<file path="src/include/gate_drive_pkg.sv">
package gate_drive_pkg;

    // ==========================================
    // Three-level input encodings
    // ==========================================
    typedef enum logic [1:0] {
        LVL_LOW,
        LVL_MID,
        LVL_HIGH
    } level_t;

    // Comparator and supply status travelling together
    typedef struct packed {
        logic zero_current_detect;
        logic supply_lockout;
        logic drive_disable_n;
    } sense_t;

    // Gate command pair
    typedef struct packed {
        logic high_gate_cmd;
        logic low_gate_cmd;
    } gates_t;

    // ==========================================
    // Timing
    // ==========================================
    localparam int CLK_PERIOD_NS = 4;
    localparam int DEBOUNCE_NS = 80;
    localparam int BLANK_NS = 200;
    localparam int WAIT_NS = 400;
    localparam int NOL_NS = 20;
    // Least times round up
    localparam int DEBOUNCE_CYC = (DEBOUNCE_NS + CLK_PERIOD_NS - 1) / CLK_PERIOD_NS;
    localparam int BLANK_CYC = (BLANK_NS + CLK_PERIOD_NS - 1) / CLK_PERIOD_NS;
    localparam int WAIT_CYC = (WAIT_NS + CLK_PERIOD_NS - 1) / CLK_PERIOD_NS;
    localparam int NOL_CYC = (NOL_NS + CLK_PERIOD_NS - 1) / CLK_PERIOD_NS;
    localparam int TMR_W = 10;

    // Reset values
    localparam logic GATE_RESET = 1'b0;

endpackage

</file>
<file path="src/gate_drive_ctrl.sv">
`timescale 1ns/1ns
module gate_drive_ctrl (
    // Clock and reset
    input wire logic clk_i,
    input wire logic rst_n_i,
    // Pin-level inputs, asynchronous to clk_i
    input wire gate_drive_pkg::level_t pwm_level_i,
    input wire gate_drive_pkg::level_t skip_select_n_i,
    input wire gate_drive_pkg::sense_t sense_i,
    // Gate feedback, asynchronous: gate actually above threshold
    input wire logic high_gate_sensed_i,
    input wire logic low_gate_sensed_i,
    // Gate commands
    output gate_drive_pkg::gates_t gates_o,
    // Bias divider attach for the PWM pin
    output logic pwm_bias_en_o
);

    // ==========================================
    // Input synchronisers
    // ==========================================
    gate_drive_pkg::level_t pwm_s1_reg, pwm_reg;
    gate_drive_pkg::level_t skip_s1_reg, skip_reg, skip_prev_reg;
    gate_drive_pkg::sense_t sense_s1_reg, sense_reg;
    logic [1:0] fb_s1_reg, fb_reg;

    // Two flops on every asynchronous input
    always_ff @(posedge clk_i) begin
        if (!rst_n_i) begin
            pwm_s1_reg <= gate_drive_pkg::LVL_LOW;
            pwm_reg <= gate_drive_pkg::LVL_LOW;
            skip_s1_reg <= gate_drive_pkg::LVL_HIGH;
            skip_reg <= gate_drive_pkg::LVL_HIGH;
            skip_prev_reg <= gate_drive_pkg::LVL_HIGH;
            sense_s1_reg <= '0;
            sense_reg <= '0;
            fb_s1_reg <= 2'h0;
            fb_reg <= 2'h0;
        end else begin
            pwm_s1_reg <= pwm_level_i;
            pwm_reg <= pwm_s1_reg;
            skip_s1_reg <= skip_select_n_i;
            skip_reg <= skip_s1_reg;
            skip_prev_reg <= skip_reg;
            sense_s1_reg <= sense_i;
            sense_reg <= sense_s1_reg;
            fb_s1_reg <= {high_gate_sensed_i, low_gate_sensed_i};
            fb_reg <= fb_s1_reg;
        end
    end

    // ==========================================
    // Decode
    // ==========================================
    logic enabled;
    logic skip_low;
    logic skip_fall;
    logic pwm_mid;
    logic high_sensed, low_sensed;

    // An open disable pin reads low through its pull-down, so it disables too
    assign enabled = sense_reg.drive_disable_n && !sense_reg.supply_lockout;
    // Mid and high skip share one decode; open pin arrives as high
    assign skip_low = (skip_reg == gate_drive_pkg::LVL_LOW);
    assign skip_fall = skip_low && (skip_prev_reg != gate_drive_pkg::LVL_LOW);
    assign pwm_mid = (pwm_reg == gate_drive_pkg::LVL_MID);
    assign high_sensed = fb_reg[1];
    assign low_sensed = fb_reg[0];
    assign pwm_bias_en_o = (skip_reg == gate_drive_pkg::LVL_MID);

    // ==========================================
    // Zero-current sequencing in mid level
    // ==========================================
    typedef enum logic [2:0] {
        ZC_IDLE,
        ZC_HOLD,
        ZC_WAIT,
        ZC_WATCH,
        ZC_DONE
    } zc_state_t;

    zc_state_t zc_reg;
    logic [gate_drive_pkg::TMR_W-1:0] hold_cnt_reg;
    logic [gate_drive_pkg::TMR_W-1:0] wait_cnt_reg;
    logic zc_early_reg;
    logic mid_zc_mode;
    logic low_on_reg;

    assign mid_zc_mode = enabled && pwm_mid && !skip_low;

    // Saturating timer step used by the hold, wait and non-overlap counters
    function automatic logic [gate_drive_pkg::TMR_W-1:0] tick(input logic [gate_drive_pkg::TMR_W-1:0] v);
        tick = (&v) ? v : v + 1'b1;
    endfunction

    // Wait timer runs from mid entry; the hold (blank plus debounce) starts once low gate is on
    always_ff @(posedge clk_i) begin
        if (!rst_n_i) begin
            zc_reg <= ZC_IDLE;
            hold_cnt_reg <= '0;
            wait_cnt_reg <= '0;
            zc_early_reg <= 1'b0;
        end else if (!mid_zc_mode) begin
            zc_reg <= ZC_IDLE;
            hold_cnt_reg <= '0;
            wait_cnt_reg <= '0;
            zc_early_reg <= 1'b0;
        end else begin
            wait_cnt_reg <= tick(wait_cnt_reg);
            case (zc_reg)
                ZC_IDLE: begin
                    zc_reg <= ZC_HOLD;
                    hold_cnt_reg <= '0;
                end
                ZC_HOLD: begin
                    if (low_on_reg) begin
                        hold_cnt_reg <= tick(hold_cnt_reg);
                    end
                    // Low gate held on through blanking and debounce
                    if (hold_cnt_reg >= gate_drive_pkg::TMR_W'(gate_drive_pkg::BLANK_CYC
                            + gate_drive_pkg::DEBOUNCE_CYC)) begin
                        zc_reg <= ZC_WAIT;
                    end
                end
                ZC_WAIT: begin
                    // Detection before the wait expires is only remembered, not acted on
                    if (sense_reg.zero_current_detect) begin
                        zc_early_reg <= 1'b1;
                    end
                    if (wait_cnt_reg >= gate_drive_pkg::TMR_W'(gate_drive_pkg::WAIT_CYC)) begin
                        zc_reg <= zc_early_reg ? ZC_DONE : ZC_WATCH;
                    end
                end
                ZC_WATCH: begin
                    if (sense_reg.zero_current_detect) begin
                        zc_reg <= ZC_DONE;
                    end
                end
                default: begin
                    zc_reg <= ZC_DONE;
                end
            endcase
        end
    end

    // ==========================================
    // Skip falling edge latch
    // ==========================================
    logic skip_kill_reg;
    gate_drive_pkg::level_t pwm_prev_reg;

    // Last settled PWM level, so that only the second sync stage reads the first
    always_ff @(posedge clk_i) begin
        if (!rst_n_i) begin
            pwm_prev_reg <= gate_drive_pkg::LVL_LOW;
        end else begin
            pwm_prev_reg <= pwm_reg;
        end
    end

    // A skip fall after low turn-on kills the low gate until PWM changes or the drive is disabled; a fall wins over a clear
    always_ff @(posedge clk_i) begin
        if (!rst_n_i) begin
            skip_kill_reg <= 1'b0;
        end else if (skip_fall && low_on_reg && !gates_o.high_gate_cmd) begin
            skip_kill_reg <= 1'b1;
        end else if (pwm_reg != pwm_prev_reg || !enabled) begin
            skip_kill_reg <= 1'b0;
        end
    end

    // ==========================================
    // Wanted gate states
    // ==========================================
    logic want_high, want_low;

    always_comb begin
        want_high = 1'b0;
        want_low = 1'b0;
        if (enabled) begin
            case (pwm_reg)
                gate_drive_pkg::LVL_HIGH: begin
                    want_high = 1'b1;
                end
                gate_drive_pkg::LVL_MID: begin
                    // Skip low: both off; otherwise low on until zero current
                    want_low = !skip_low && (zc_reg != ZC_DONE);
                end
                default: begin
                    want_low = 1'b1;
                end
            endcase
            if (skip_kill_reg) begin
                want_low = 1'b0;
            end
        end
    end

    // ==========================================
    // Non-overlap and gate outputs
    // ==========================================
    logic [gate_drive_pkg::TMR_W-1:0] nol_cnt_reg;
    logic high_on_reg;

    // Turn-off is immediate; turn-on waits until the opposite gate is sensed off plus a delay
    always_ff @(posedge clk_i) begin
        if (!rst_n_i) begin
            nol_cnt_reg <= '0;
        end else if ((want_high && !high_on_reg && !low_sensed && !low_on_reg)
                || (want_low && !low_on_reg && !high_sensed && !high_on_reg)) begin
            nol_cnt_reg <= tick(nol_cnt_reg);
        end else begin
            nol_cnt_reg <= '0;
        end
    end

    // High gate command
    always_ff @(posedge clk_i) begin
        if (!rst_n_i) begin
            high_on_reg <= gate_drive_pkg::GATE_RESET;
        end else if (!want_high) begin
            high_on_reg <= 1'b0;
        end else if (!high_on_reg && nol_cnt_reg >= gate_drive_pkg::TMR_W'(gate_drive_pkg::NOL_CYC)) begin
            high_on_reg <= 1'b1;
        end
    end

    // Low gate command
    always_ff @(posedge clk_i) begin
        if (!rst_n_i) begin
            low_on_reg <= gate_drive_pkg::GATE_RESET;
        end else if (!want_low) begin
            low_on_reg <= 1'b0;
        end else if (!low_on_reg && nol_cnt_reg >= gate_drive_pkg::TMR_W'(gate_drive_pkg::NOL_CYC)) begin
            low_on_reg <= 1'b1;
        end
    end

    assign gates_o.high_gate_cmd = high_on_reg;
    assign gates_o.low_gate_cmd = low_on_reg;

endmodule

</file>
<file path="config.mk">
export PLATFORM = sky130hd
export DESIGN_NAME = gate_drive_ctrl
export DESIGN_NICKNAME = d
export VERILOG_FILES = /design/src/include/gate_drive_pkg.sv /design/src/gate_drive_ctrl.sv
export SDC_FILE = /design/constraint.sdc
export NUM_CORES = 1
export LEC_CHECK = 0
export BUFFER_PORTS_ARGS = -buffer_cell sky130_fd_sc_hd__buf_2
export CORE_ASPECT_RATIO = 0.6
export CORE_MARGIN = 4
export CORE_UTILIZATION = 64
export DETAILED_ROUTE_END_ITERATION = 10
export GPL_ROUTABILITY_DRIVEN = 0
export PLACE_DENSITY = 0.86
export SLEW_MARGIN = 20
export SYNTH_ARGS = -nofsm -noshare
export SYNTH_HDL_FRONTEND = slang
export SYNTH_SLANG_ARGS = --single-unit
</file>
<file path="constraint.sdc">
create_clock -name clk_i -period 3.1 [get_ports clk_i]
set_input_delay 0.62 -clock clk_i [delete_from_list [all_inputs] [get_ports clk_i]]
set_output_delay 0.62 -clock clk_i [all_outputs]
set_load 0.005 [all_outputs]
</file>
## Word level (Yosys, flattened, before mapping)

Index checks and enable logic that the tools add are counted.

| word-level totals | value |
|---|---|
| word-level logic and storage cells | 95 |
| input port bits | 11 |
| register bits | 59 |
| output and inout bits | 3 |

| cells by class | value |
|---|---|
| add/subtract/negate cells | 3 |
| eq/ne operators | 13 |
| reduce and logical (&&, ||, !) cells | 39 |
| muxes and demuxes | 15 |
| order comparisons | 3 |

Operator list:

| cell | count |
|---|---|
| 10-bit by 1-bit adder with 10-bit output (second input constant) | 3 |
| 10-bit AND reduction | 3 |
| 10-bit by 7-bit greater-or-equal comparator with 1-bit output (second input constant) | 2 |
| 10-bit 2-to-1 mux | 2 |
| 10-bit case mux with 2 select lines | 1 |
| 1-bit logical AND | 15 |
| 3-bit 2-to-1 mux | 4 |
| 3-bit case mux with 4 select lines | 1 |
| 10-bit by 3-bit greater-or-equal comparator with 1-bit output (second input constant) | 1 |
| 2-bit inequality test (second input constant) | 5 |
| 2-bit AND reduction | 5 |
| 1-bit logical NOT | 7 |
| 3-bit by 2-bit equality test with 1-bit output (second input constant) | 2 |
| 1-bit 2-to-1 mux | 6 |
| 3-bit AND reduction | 2 |
| 2-bit nonzero test | 3 |
| 2-bit by 1-bit equality test with 1-bit output (second input constant) | 2 |
| 3-bit by 1-bit equality test with 1-bit output (second input constant) | 1 |
| 3-bit logical NOT | 1 |
| 3-bit inequality test (second input constant) | 1 |
| 2-bit equality test (second input constant) | 1 |
| 2-bit logical NOT | 1 |
| 1-bit logical OR | 2 |
| 2-bit inequality test | 1 |
| 1-bit case mux with 2 select lines | 1 |

## Logic depth before layout (Yosys ltp)

Gate-level depths: netlist of the first run.

| depth | value |
|---|---|
| word-level depth | 11 |
| gate-level depth with buffers | 7 |
| depth with buffers taken out | 7 |

## Least setup slack after synthesis of the first run

No wires, ideal clock.

| timing path | value |
|---|---|
| path type | register to register |
| start point | register nol_cnt_reg[0] (netlist bit) |
| end point | register nol_cnt_reg[3] (netlist bit) |
| library setup time | 0.115 ns |
| buffers on the path | 1 |
| stages on the path, launching flop included | 8 |
| arrival time | 1.618 ns |
| clock period less this slack | 1.732 ns |
| data required time | 2.985 ns |
| setup slack | 1.368 ns |
| cells stage by stage | dfxtp_1 ha_1 nand3_1 or3_1 clkbuf_1 and4_1 xnor2_1 nor2_1 |

| between the ends | value |
|---|---|
| cells in the longest elaborated chain, start to end | 1 |
| elaborated cells on any way between the ends | 2 |
| classes of those cells | add/sub: 1; reduce/logical: 1 |

Ends and longest elaborated chain:

| item | RTL line | RTL |
|---|---|---|
| start, declared | gate_drive_ctrl.sv:202 | `logic [gate_drive_pkg::TMR_W-1:0] nol_cnt_reg;` |
| start signal, assigned | gate_drive_ctrl.sv:211 | `nol_cnt_reg <= tick(nol_cnt_reg);` |
| 10-bit by 1-bit adder with 10-bit output or 10-bit AND reduction (tied branches) | gate_drive_ctrl.sv:93 | `tick = (&v) ? v : v + 1'b1;` |

Parallel ways exist; a longest one is shown, timed or not.
A chain may end at the register's enable or synchronous reset.

## Worst setup path in the final report of the first run

| timing path | value |
|---|---|
| start point | input rst_n_i |
| end point | register zc_reg[1] |

| between the ends | value |
|---|---|
| cells in the longest elaborated chain, start to end | 1 |

Ends and longest elaborated chain:

| item | RTL line | RTL |
|---|---|---|
| start, declared | gate_drive_ctrl.sv:5 | `input wire logic rst_n_i,` |
| 2-bit AND reduction (no source line) | n/a |  |
| end signal, assigned | gate_drive_ctrl.sv:131 | `zc_reg <= zc_early_reg ? ZC_DONE : ZC_WATCH;` |
| end, declared | gate_drive_ctrl.sv:82 | `zc_state_t zc_reg;` |

No other way between the ends.

==> flow_metrics.tcl, run 1 <==
set metrics [dict create \
    drtIter0Drc 143 \
    syn-num-nets 299 \
    io_pins 14 \
    synth_warnings 0 \
    syn_to_final_growth_pct 9.82 \
    cellLeakagePower_nw 1.03 \
    route.detailed.drc 0 \
    slew_headroom_pct 34.9 \
    cts_htree_levels 3 \
    worst_slack_ps 1070 \
    rsz0062_at_grt "false" \
    layout.cells.most_common "dfxtp_1" \
    nNetsFinal 313 \
    fin_crit_ps 2030 \
    crit_type "in2reg" \
    syn_inst 281 \
    max-vdd-ir-drop_mv 0.439 \
    highest_layer "met4" \
    met3_length_microns 197 \
    ys_seq_area_share_pct 46.1 \
    rows 17 \
    numCtsBuffers 9 \
    tightest_slew_ps 968 \
    dieArea_sq_um 5110 \
    synth_cell_types 49 \
    grt_max_degree 27 \
    slowest_delay_ps 650 \
    initial_core_util_pct 68.0 \
    post_cts_buffers 0 \
    path_cells "buf_2, nand2_1, or4_1, nor2_1, nor4b_2, a31o_2" \
    cellPowerDensity_nw_per_um2 505 \
    diodes 0 \
    hold_viol 0 \
    final_cell_mix "dfxtp_1, nor2_1, and2_1, nand2_1, xnor2_1" \
    place_worst_setup_slack_ps 739 \
    postSynth.topFlopCell "dfxtp_1" \
    grt_usage_pct 19.8 \
    met1_length_microns 2290 \
    wire_per_inst_microns 12.5 \
    fin_setup_tns_ps 0 \
    max-cap-violations 0 \
    critical_path_required_ps 3380 \
    cts.clk_slew.worst_paths_ps 70 \
    setup_viol 0 \
    portBuffers 13 \
    p_total_mw 1.42 \
    finalMaxSlewViolations 0 \
    fmax_mhz 492 \
    outcome "finished, final reports clean" \
    clk_latency_ps 340 \
    die_h_microns 57.0 \
    die_w_microns 89.7 \
    core_area_sq_um 3760 \
    hpwl_microns 3050 \
    crit_path_max_fanout 26 \
    synth_area_per_cell_sq_um 9.11 \
    cts_resized 0 \
    drtPass1Iterations 4 \
    wl_microns 4340 \
    cts_root_buf "clkbuf_8" \
    gr-total-overflow 0 \
    endpoint_kind "flip-flop" \
    antenna_found_initial 0 \
    synth-seq-cells 59 \
    cts_tree "built" \
    vias_per_cell 5.39 \
    ant_nets 0 \
    hold_buffers 0 \
    async_reset_ff_share_pct 0 \
    start_kind "primary input" \
    dr_wl_met2_microns 1800 \
    fillers 276 \
    crit_arrival_ps 2320 \
    vias 1870 \
    fin_skew_ps 6.59 \
    crit_path_top_delay_cell "or4_1" \
    hold_slack_ps 413 \
    netlist_area_sq_um 2560 \
    cts.sinks 59 \
    grt_pass1_wl_microns 7690 \
    layout_worst_path_cycle_share_pct 65.6 \
    drive_gt1_share_pct 12.3 \
    synth_edf_count 0 \
    cts.path.max_buffers 2 \
    grt_pass1_vias 1719 \
    hold_class "reg2reg" \
]
-- final timing paths --
kind | from | endpoint | slack (ps) | cells past startpoint
max | rst_n_i | zc_reg[1] | 1070 | 6
min | skip_s1_reg[1] | skip_reg[1] | 410 | 1
min reg2reg | skip_s1_reg[1] | skip_reg[1] | 410 | 1
max reg2reg | sense_reg[1] | zc_reg[1] | 1200 | 5
-- routing by layer --
metal | track usage (%) | vias up
met5 | 0 | -
met4 | 5.52 | 0
met3 | 11.0 | 5
met2 | 27.2 | 37
met1 | 26.8 | 824
li1 | - | 1004
-- synthesized netlist by cell type (2+ instances only) --
library cell,n,share of area (%)
nor3b_1,2,0.59
nand2b_1,5,1.2
and4_1,2,0.68
xnor2_1,15,5.1
or3_1,2,0.49
nand3_1,9,1.8
xor2_1,6,2.1
ha_1,7,3.4
nand4_1,5,1.2
o211a_1,2,0.78
dfxtp_1,59,46
mux2i_1,2,0.78
nor4_1,5,1.2
and3_1,4,0.98
o21ai_0,7,1.4
nor4b_1,3,1.0
or4_1,3,0.88
buf_4,3,0.88
a21oi_1,11,2.2
nor2b_1,6,1.5
inv_1,13,1.9
o2111a_1,2,0.88
nor3_1,9,1.8
and2_1,18,4.4
nor2_1,35,5.1
clkbuf_1,6,0.88
a211o_1,2,0.68
nand2_1,17,2.5
-- kinds of logic (layout without fill, tap and decap cells) --
group | after synthesis | count (layout) | synth area share [%]
adders and majority gates | 7 | 7 | 3.42
and+or+nand+nor | 131 | 131 | 28.1
AOI/OAI and AO/OA | 38 | 38 | 10.5
xor gates and xnor gates | 21 | 21 | 7.18
buffers and inverters | 23 | 42 | 3.86
DFF | 59 | 59 | 46.1
muxes | 2 | 2 | 0.782
-- critical path, delay by kind of cell --
kind / cells / cell delay, ps
AO/OA/AOI/OAI: 1 / 140
buffers and inverters: 1 / 290
AND/OR/NAND/NOR: 4 / 1260
-- power breakdown --
| group | switching (mW) | internal, mW |
|---|---|---|
| combinational | 0.0132 | 0.0155 |
| sequential | 0.00577 | 0.771 |
| clock | 0.321 | 0.293 |
| total | 0.340 | 1.08 |
-- cell type report --
class | count | area [sq um] | share of cell area [%]
multi-input cells | 199 | 1280 | 45.5
flip-flops and latches | 59 | 1180 | 42.0
clock buffers | 9 | 124 | 4.41
repair buffers | 13 | 65.1 | 2.31
well taps | 47 | 58.8 | 2.09
clock inverters | 7 | 53.8 | 1.91
inverters | 13 | 48.8 | 1.74
-- per-stage QoR --
step / instances / instance area, sq um / util [%]
floorplan: 281 / 2560 / -
global placement: 331 / 2630 / 70.0
detailed placement: 331 / 2630 / 70.0
CTS: 347 / 2810 / 74.7
global route: 347 / 2810 / 74.7
finish: 347 / 2810 / 74.7
No activity file was read; power rests on OpenSTA's default activity.
==> run 2: changes to the inputs <==
- CORE_UTILIZATION: 64 -> 60
- PLACE_DENSITY: 0.86 -> 0.82
- clock period: 3.1 -> 2.05 ns (I/O delays scaled with it)
==> flow_metrics.tcl, run 2 (synthesis gave the netlist of run 1 again) <==
set metrics [dict create \
    path_delay_family "simple AND/OR/NAND/NOR gates" \
    max-vdd-ir-drop_mv 0.662 \
    drtPass1Iterations 4 \
    fillers 312 \
    slowest_delay_ps 500 \
    dp_cells 351 \
    wl_microns 4570 \
    critPathBufInv 0 \
    hold_viol 0 \
    cp.depth 6 \
    fin_setup_tns_ps 0 \
    crit_arrival_ps 2100 \
    drtIter0Drc 101 \
    syn_to_final_growth_pct 13.7 \
    setup_viol 0 \
    die_h_microns 58.6 \
    tightest_slew_ps 1080 \
    slew_headroom_pct 27.7 \
    post_cts_buffers 0 \
    final_cell_count_no_fill 367 \
    cts.path.max_buffers 2 \
    hold_class "in2reg" \
    outcome "finished, final reports clean" \
    cellLeakagePower_nw 1.08 \
    cts_resized 0 \
    swShare_pct 21.9 \
    route.detailed.drc 0 \
    cellPowerDensity_nw_per_um2 789 \
    cts.sinks 59 \
    cts_htree_levels 3 \
    cts.clk_slew.worst_paths_ps 70 \
    place_area_sq_um 2700 \
    power_frac_seq_pct 51.1 \
    fin_crit_ps 1880 \
    cts_root_buf "clkbuf_8" \
    critical_path_required_ps 2270 \
    endpoint_kind "flip-flop" \
    final_area_sq_um 2910 \
    grt_pass1_wl_microns 7780 \
    finalMaxSlewViolations 0 \
    layout.cells.most_common "dfxtp_1" \
    io_pins 14 \
    vias 1925 \
    max-cap-violations 0 \
    grt_max_degree 23 \
    wire_per_inst_microns 12.5 \
    rsz0062_at_grt "false" \
    portBuffers 13 \
    nNetsFinal 320 \
    crit_path_max_fanout 8 \
    layout_worst_path_cycle_share_pct 91.9 \
    fin_util_pct 70.6 \
    hold_buffers 0 \
    gr-total-overflow 0 \
    vias_per_cell 5.25 \
    initial_core_util_pct 62.1 \
    path_cells "ha_1, nand3_1, or3_1, and4_1, xnor2_1, nor2_1" \
    fin_skew_ps 7.14 \
    numCtsBuffers 9 \
    worstRegToRegCells 6 \
    intPower_mw 1.79 \
    p_total_mw 2.30 \
    switching_power_mw 0.504 \
    antenna_found_initial 0 \
    fmax_mhz 531 \
    die_w_microns 92.3 \
    holdPathStages 2 \
    core_area_sq_um 4120 \
    power_frac_clock_pct 46.9 \
    diodes 0 \
    comb_power_share_pct 2.0 \
    final_cell_mix "dfxtp_1, nor2_1, and2_1, nand2_1, xnor2_1" \
    crit_type "reg2reg" \
    rows 18 \
    cts_tree "built" \
    clk_latency_ps 340 \
    ant_nets 0 \
    crit_path_top_delay_cell "or3_1" \
    grt_usage_pct 18.3 \
    hpwl_microns 3190 \
    start_kind "flip-flop" \
    dieArea_sq_um 5410 \
    drive_gt1_share_pct 14.3 \
    grt_pass1_vias 1716 \
]
## run 2: cell types whose count changed in the layout (fill, tap and decap cells not counted), sizes merged
| cell | previous run | this run |
|---|---|---|
| buf | 13 | 20 |
| bufinv | 0 | 1 |
| clkinv | 3 | 1 |
| clkbuf | 9 | 10 |
| inv | 14 | 15 |
| clkinvlp | 3 | 2 |
## run 2: per-layer routing
layer / up-vias / wire, microns / track usage (%)
met5: - / 0 / 0
met4: 0 / 42 / 4.44
met3: 5 / 265 / 8.81
met2: 40 / 1920 / 25.8
met1: 871 / 2340 / 25.4
li1: 1009 / - / -
## run 2: path summary, 6_finish.rpt
check / startpoint / end / slack [ps]
worst min register to register: skip_s1_reg[1] / skip_reg[1] / 410
worst max register to register: nol_cnt_reg[0] / nol_cnt_reg[3] / 170
worst max-delay path: nol_cnt_reg[0] / nol_cnt_reg[3] / 170
worst min-delay path: skip_select_n_i[1] / skip_s1_reg[1] / 260
## run 2: power groups by stage
stage,logic [mW],clock network (mW),registers (mW)
after floorplan,0.0299,0,1.20
after global placement,0.0448,0,1.20
after global routing,0.0525,1.17,1.18
after CTS,0.0472,1.11,1.17
final,0.0468,1.08,1.17
after detailed placement,0.0466,0,1.20
## run 2: cell type report
type	instances	area, sq um	area share, %
tap	60	75.1	2.58
clock inverter	6	71.3	2.45
timing repair buffer	20	118	4.04
multi-input combinational	199	1280	44.0
sequential	59	1180	40.6
clock buffer	10	138	4.73
inverter	13	48.8	1.68
## run 2: metrics by stage
step,setup slack (ps),hold slack [ps]
2_1_floorplan,318,386
3_3_place_gp,262,389
3_5_place_dp,191,393
4_1_cts,172,244
5_1_grt,40.3,246
6_report,167,263
==> run 3: changes to the inputs <==
- CORE_MARGIN: 4 -> 8
- CORE_UTILIZATION: 60 -> 55
- PLACE_DENSITY: 0.82 -> 0.76
==> flow_metrics.tcl, run 3 (synthesis gave the netlist of run 1 again) <==
set metrics [dict create \
    outcome "finished, final reports clean" \
    cts_root_buf "clkbuf_8" \
    crit_path_top_delay_cell "dfxtp_1" \
    core_area_sq_um 4520 \
    syn_to_final_growth_pct 13.2 \
    clk_latency_ps 340 \
    p_total_mw 2.17 \
    start_kind "flip-flop" \
    fin_crit_ps 1820 \
    critical_path_required_ps 2280 \
    tightest_slew_ps 689 \
    cellPowerDensity_nw_per_um2 748 \
    nNetsFinal 320 \
    antenna_found_initial 0 \
    rsz0062_at_grt "false" \
    cts.clk_slew.worst_paths_ps 70 \
    ant_nets 0 \
    finalMaxSlewViolations 0 \
    final_area_sq_um 2900 \
    fin_setup_tns_ps 0 \
    place_area_sq_um 2710 \
    hold_class "in2reg" \
    cts.path.max_buffers 2 \
    io_pins 14 \
    portBuffers 13 \
    die_w_microns 104 \
    path_cells "ha_1, nand3_1, or3_4, and4_1, xnor2_1, nor2_1" \
    setup_viol 0 \
    numCtsBuffers 9 \
    drtPass1Iterations 4 \
    dieArea_sq_um 7170 \
    route.detailed.drc 0 \
    initial_core_util_pct 56.7 \
    grt_usage_pct 14.2 \
    wire_per_inst_microns 12.5 \
    crit_path_max_fanout 8 \
    gr-total-overflow 0 \
    cts_htree_levels 3 \
    vias_per_cell 5.29 \
    cts.sinks 59 \
    grt_pass1_wl_microns 8100 \
    layout.cells.most_common "dfxtp_1" \
    final_cell_mix "dfxtp_1, nor2_1, and2_1, nand2_1, xnor2_1" \
    slowest_delay_ps 440 \
    cts_tree "built" \
    fillers 383 \
    diodes 0 \
    die_h_microns 68.8 \
    cellLeakagePower_nw 1.07 \
    wl_microns 4620 \
    drive_gt1_share_pct 15.0 \
    crit_arrival_ps 2050 \
    crit_type "reg2reg" \
    fin_skew_ps 5.19 \
    rows 19 \
    max-cap-violations 0 \
    layout_worst_path_cycle_share_pct 88.9 \
    slew_headroom_pct 53.6 \
    hold_viol 0 \
    max-vdd-ir-drop_mv 0.680 \
    drtIter0Drc 130 \
    grt_pass1_vias 1836 \
    endpoint_kind "flip-flop" \
    hpwl_microns 3360 \
    vias 1956 \
    grt_max_degree 19 \
    fmax_mhz 549 \
]
## run 3: worst max-delay path: cells and delay by family, from the launching register on
family	cells	cell delay, ps
fa+ha+maj	1	280
flops	1	440
xor+xnor	1	130
simple gates	4	860
## run 3: cell type report
class	instances	area (sq um)	area share, %
Clock buffer	9	124	4.27
Clock inverter	7	58.8	2.03
Inverter	13	48.8	1.68
Multi-Input combinational cell	199	1290	44.5
Sequential cell	59	1180	40.8
Tap cell	63	78.8	2.72
Timing Repair Buffer	20	118	4.06
## run 3: stage by stage
stage	util, %	std cells	worst slack [ps]	hold WS [ps]
after floorplan	-	281	318	386
after global placement	59.9	354	239	392
after detailed placement	59.9	354	149	399
after CTS	64.0	370	143	230
after global routing	64.2	370	75.1	236
final	64.2	370	227	250
## run 3: layer usage
layer | wire length (microns) | part of all wire, % | GRT usage, %
met1 | 2440 | 53 | 18.1
met2 | 1870 | 41 | 20.9
met3 | 275 | 6.0 | 6.77
met4 | 23 | 0.50 | 4.65
met5 | 0 | 0 | 0
## run 3: worst paths after layout
check	startpoint	to	slack, ps	cells past startpoint
worst min register to register	skip_s1_reg[1]	skip_reg[1]	410	1
worst max register to register	nol_cnt_reg[0]	nol_cnt_reg[3]	230	6
worst max-delay path	nol_cnt_reg[0]	nol_cnt_reg[3]	230	6
worst min-delay path	skip_select_n_i[1]	skip_s1_reg[1]	250	2
## run 3: timing repair
item | CTS | global route
resized for setup | 0 | 2
hold endpoints to repair | 0 | 0
hold buffers | 0 | 0
setup endpoints to repair | 0 | 2
buffers inserted | 0 | 0
## run 3: where the power goes
group | switching (mW) | leakage, nW | internal, mW
Sequential | 0.00902 | 0.480 | 1.17
Combinational | 0.0209 | 0.503 | 0.0256
Clock | 0.490 | 0.0925 | 0.458
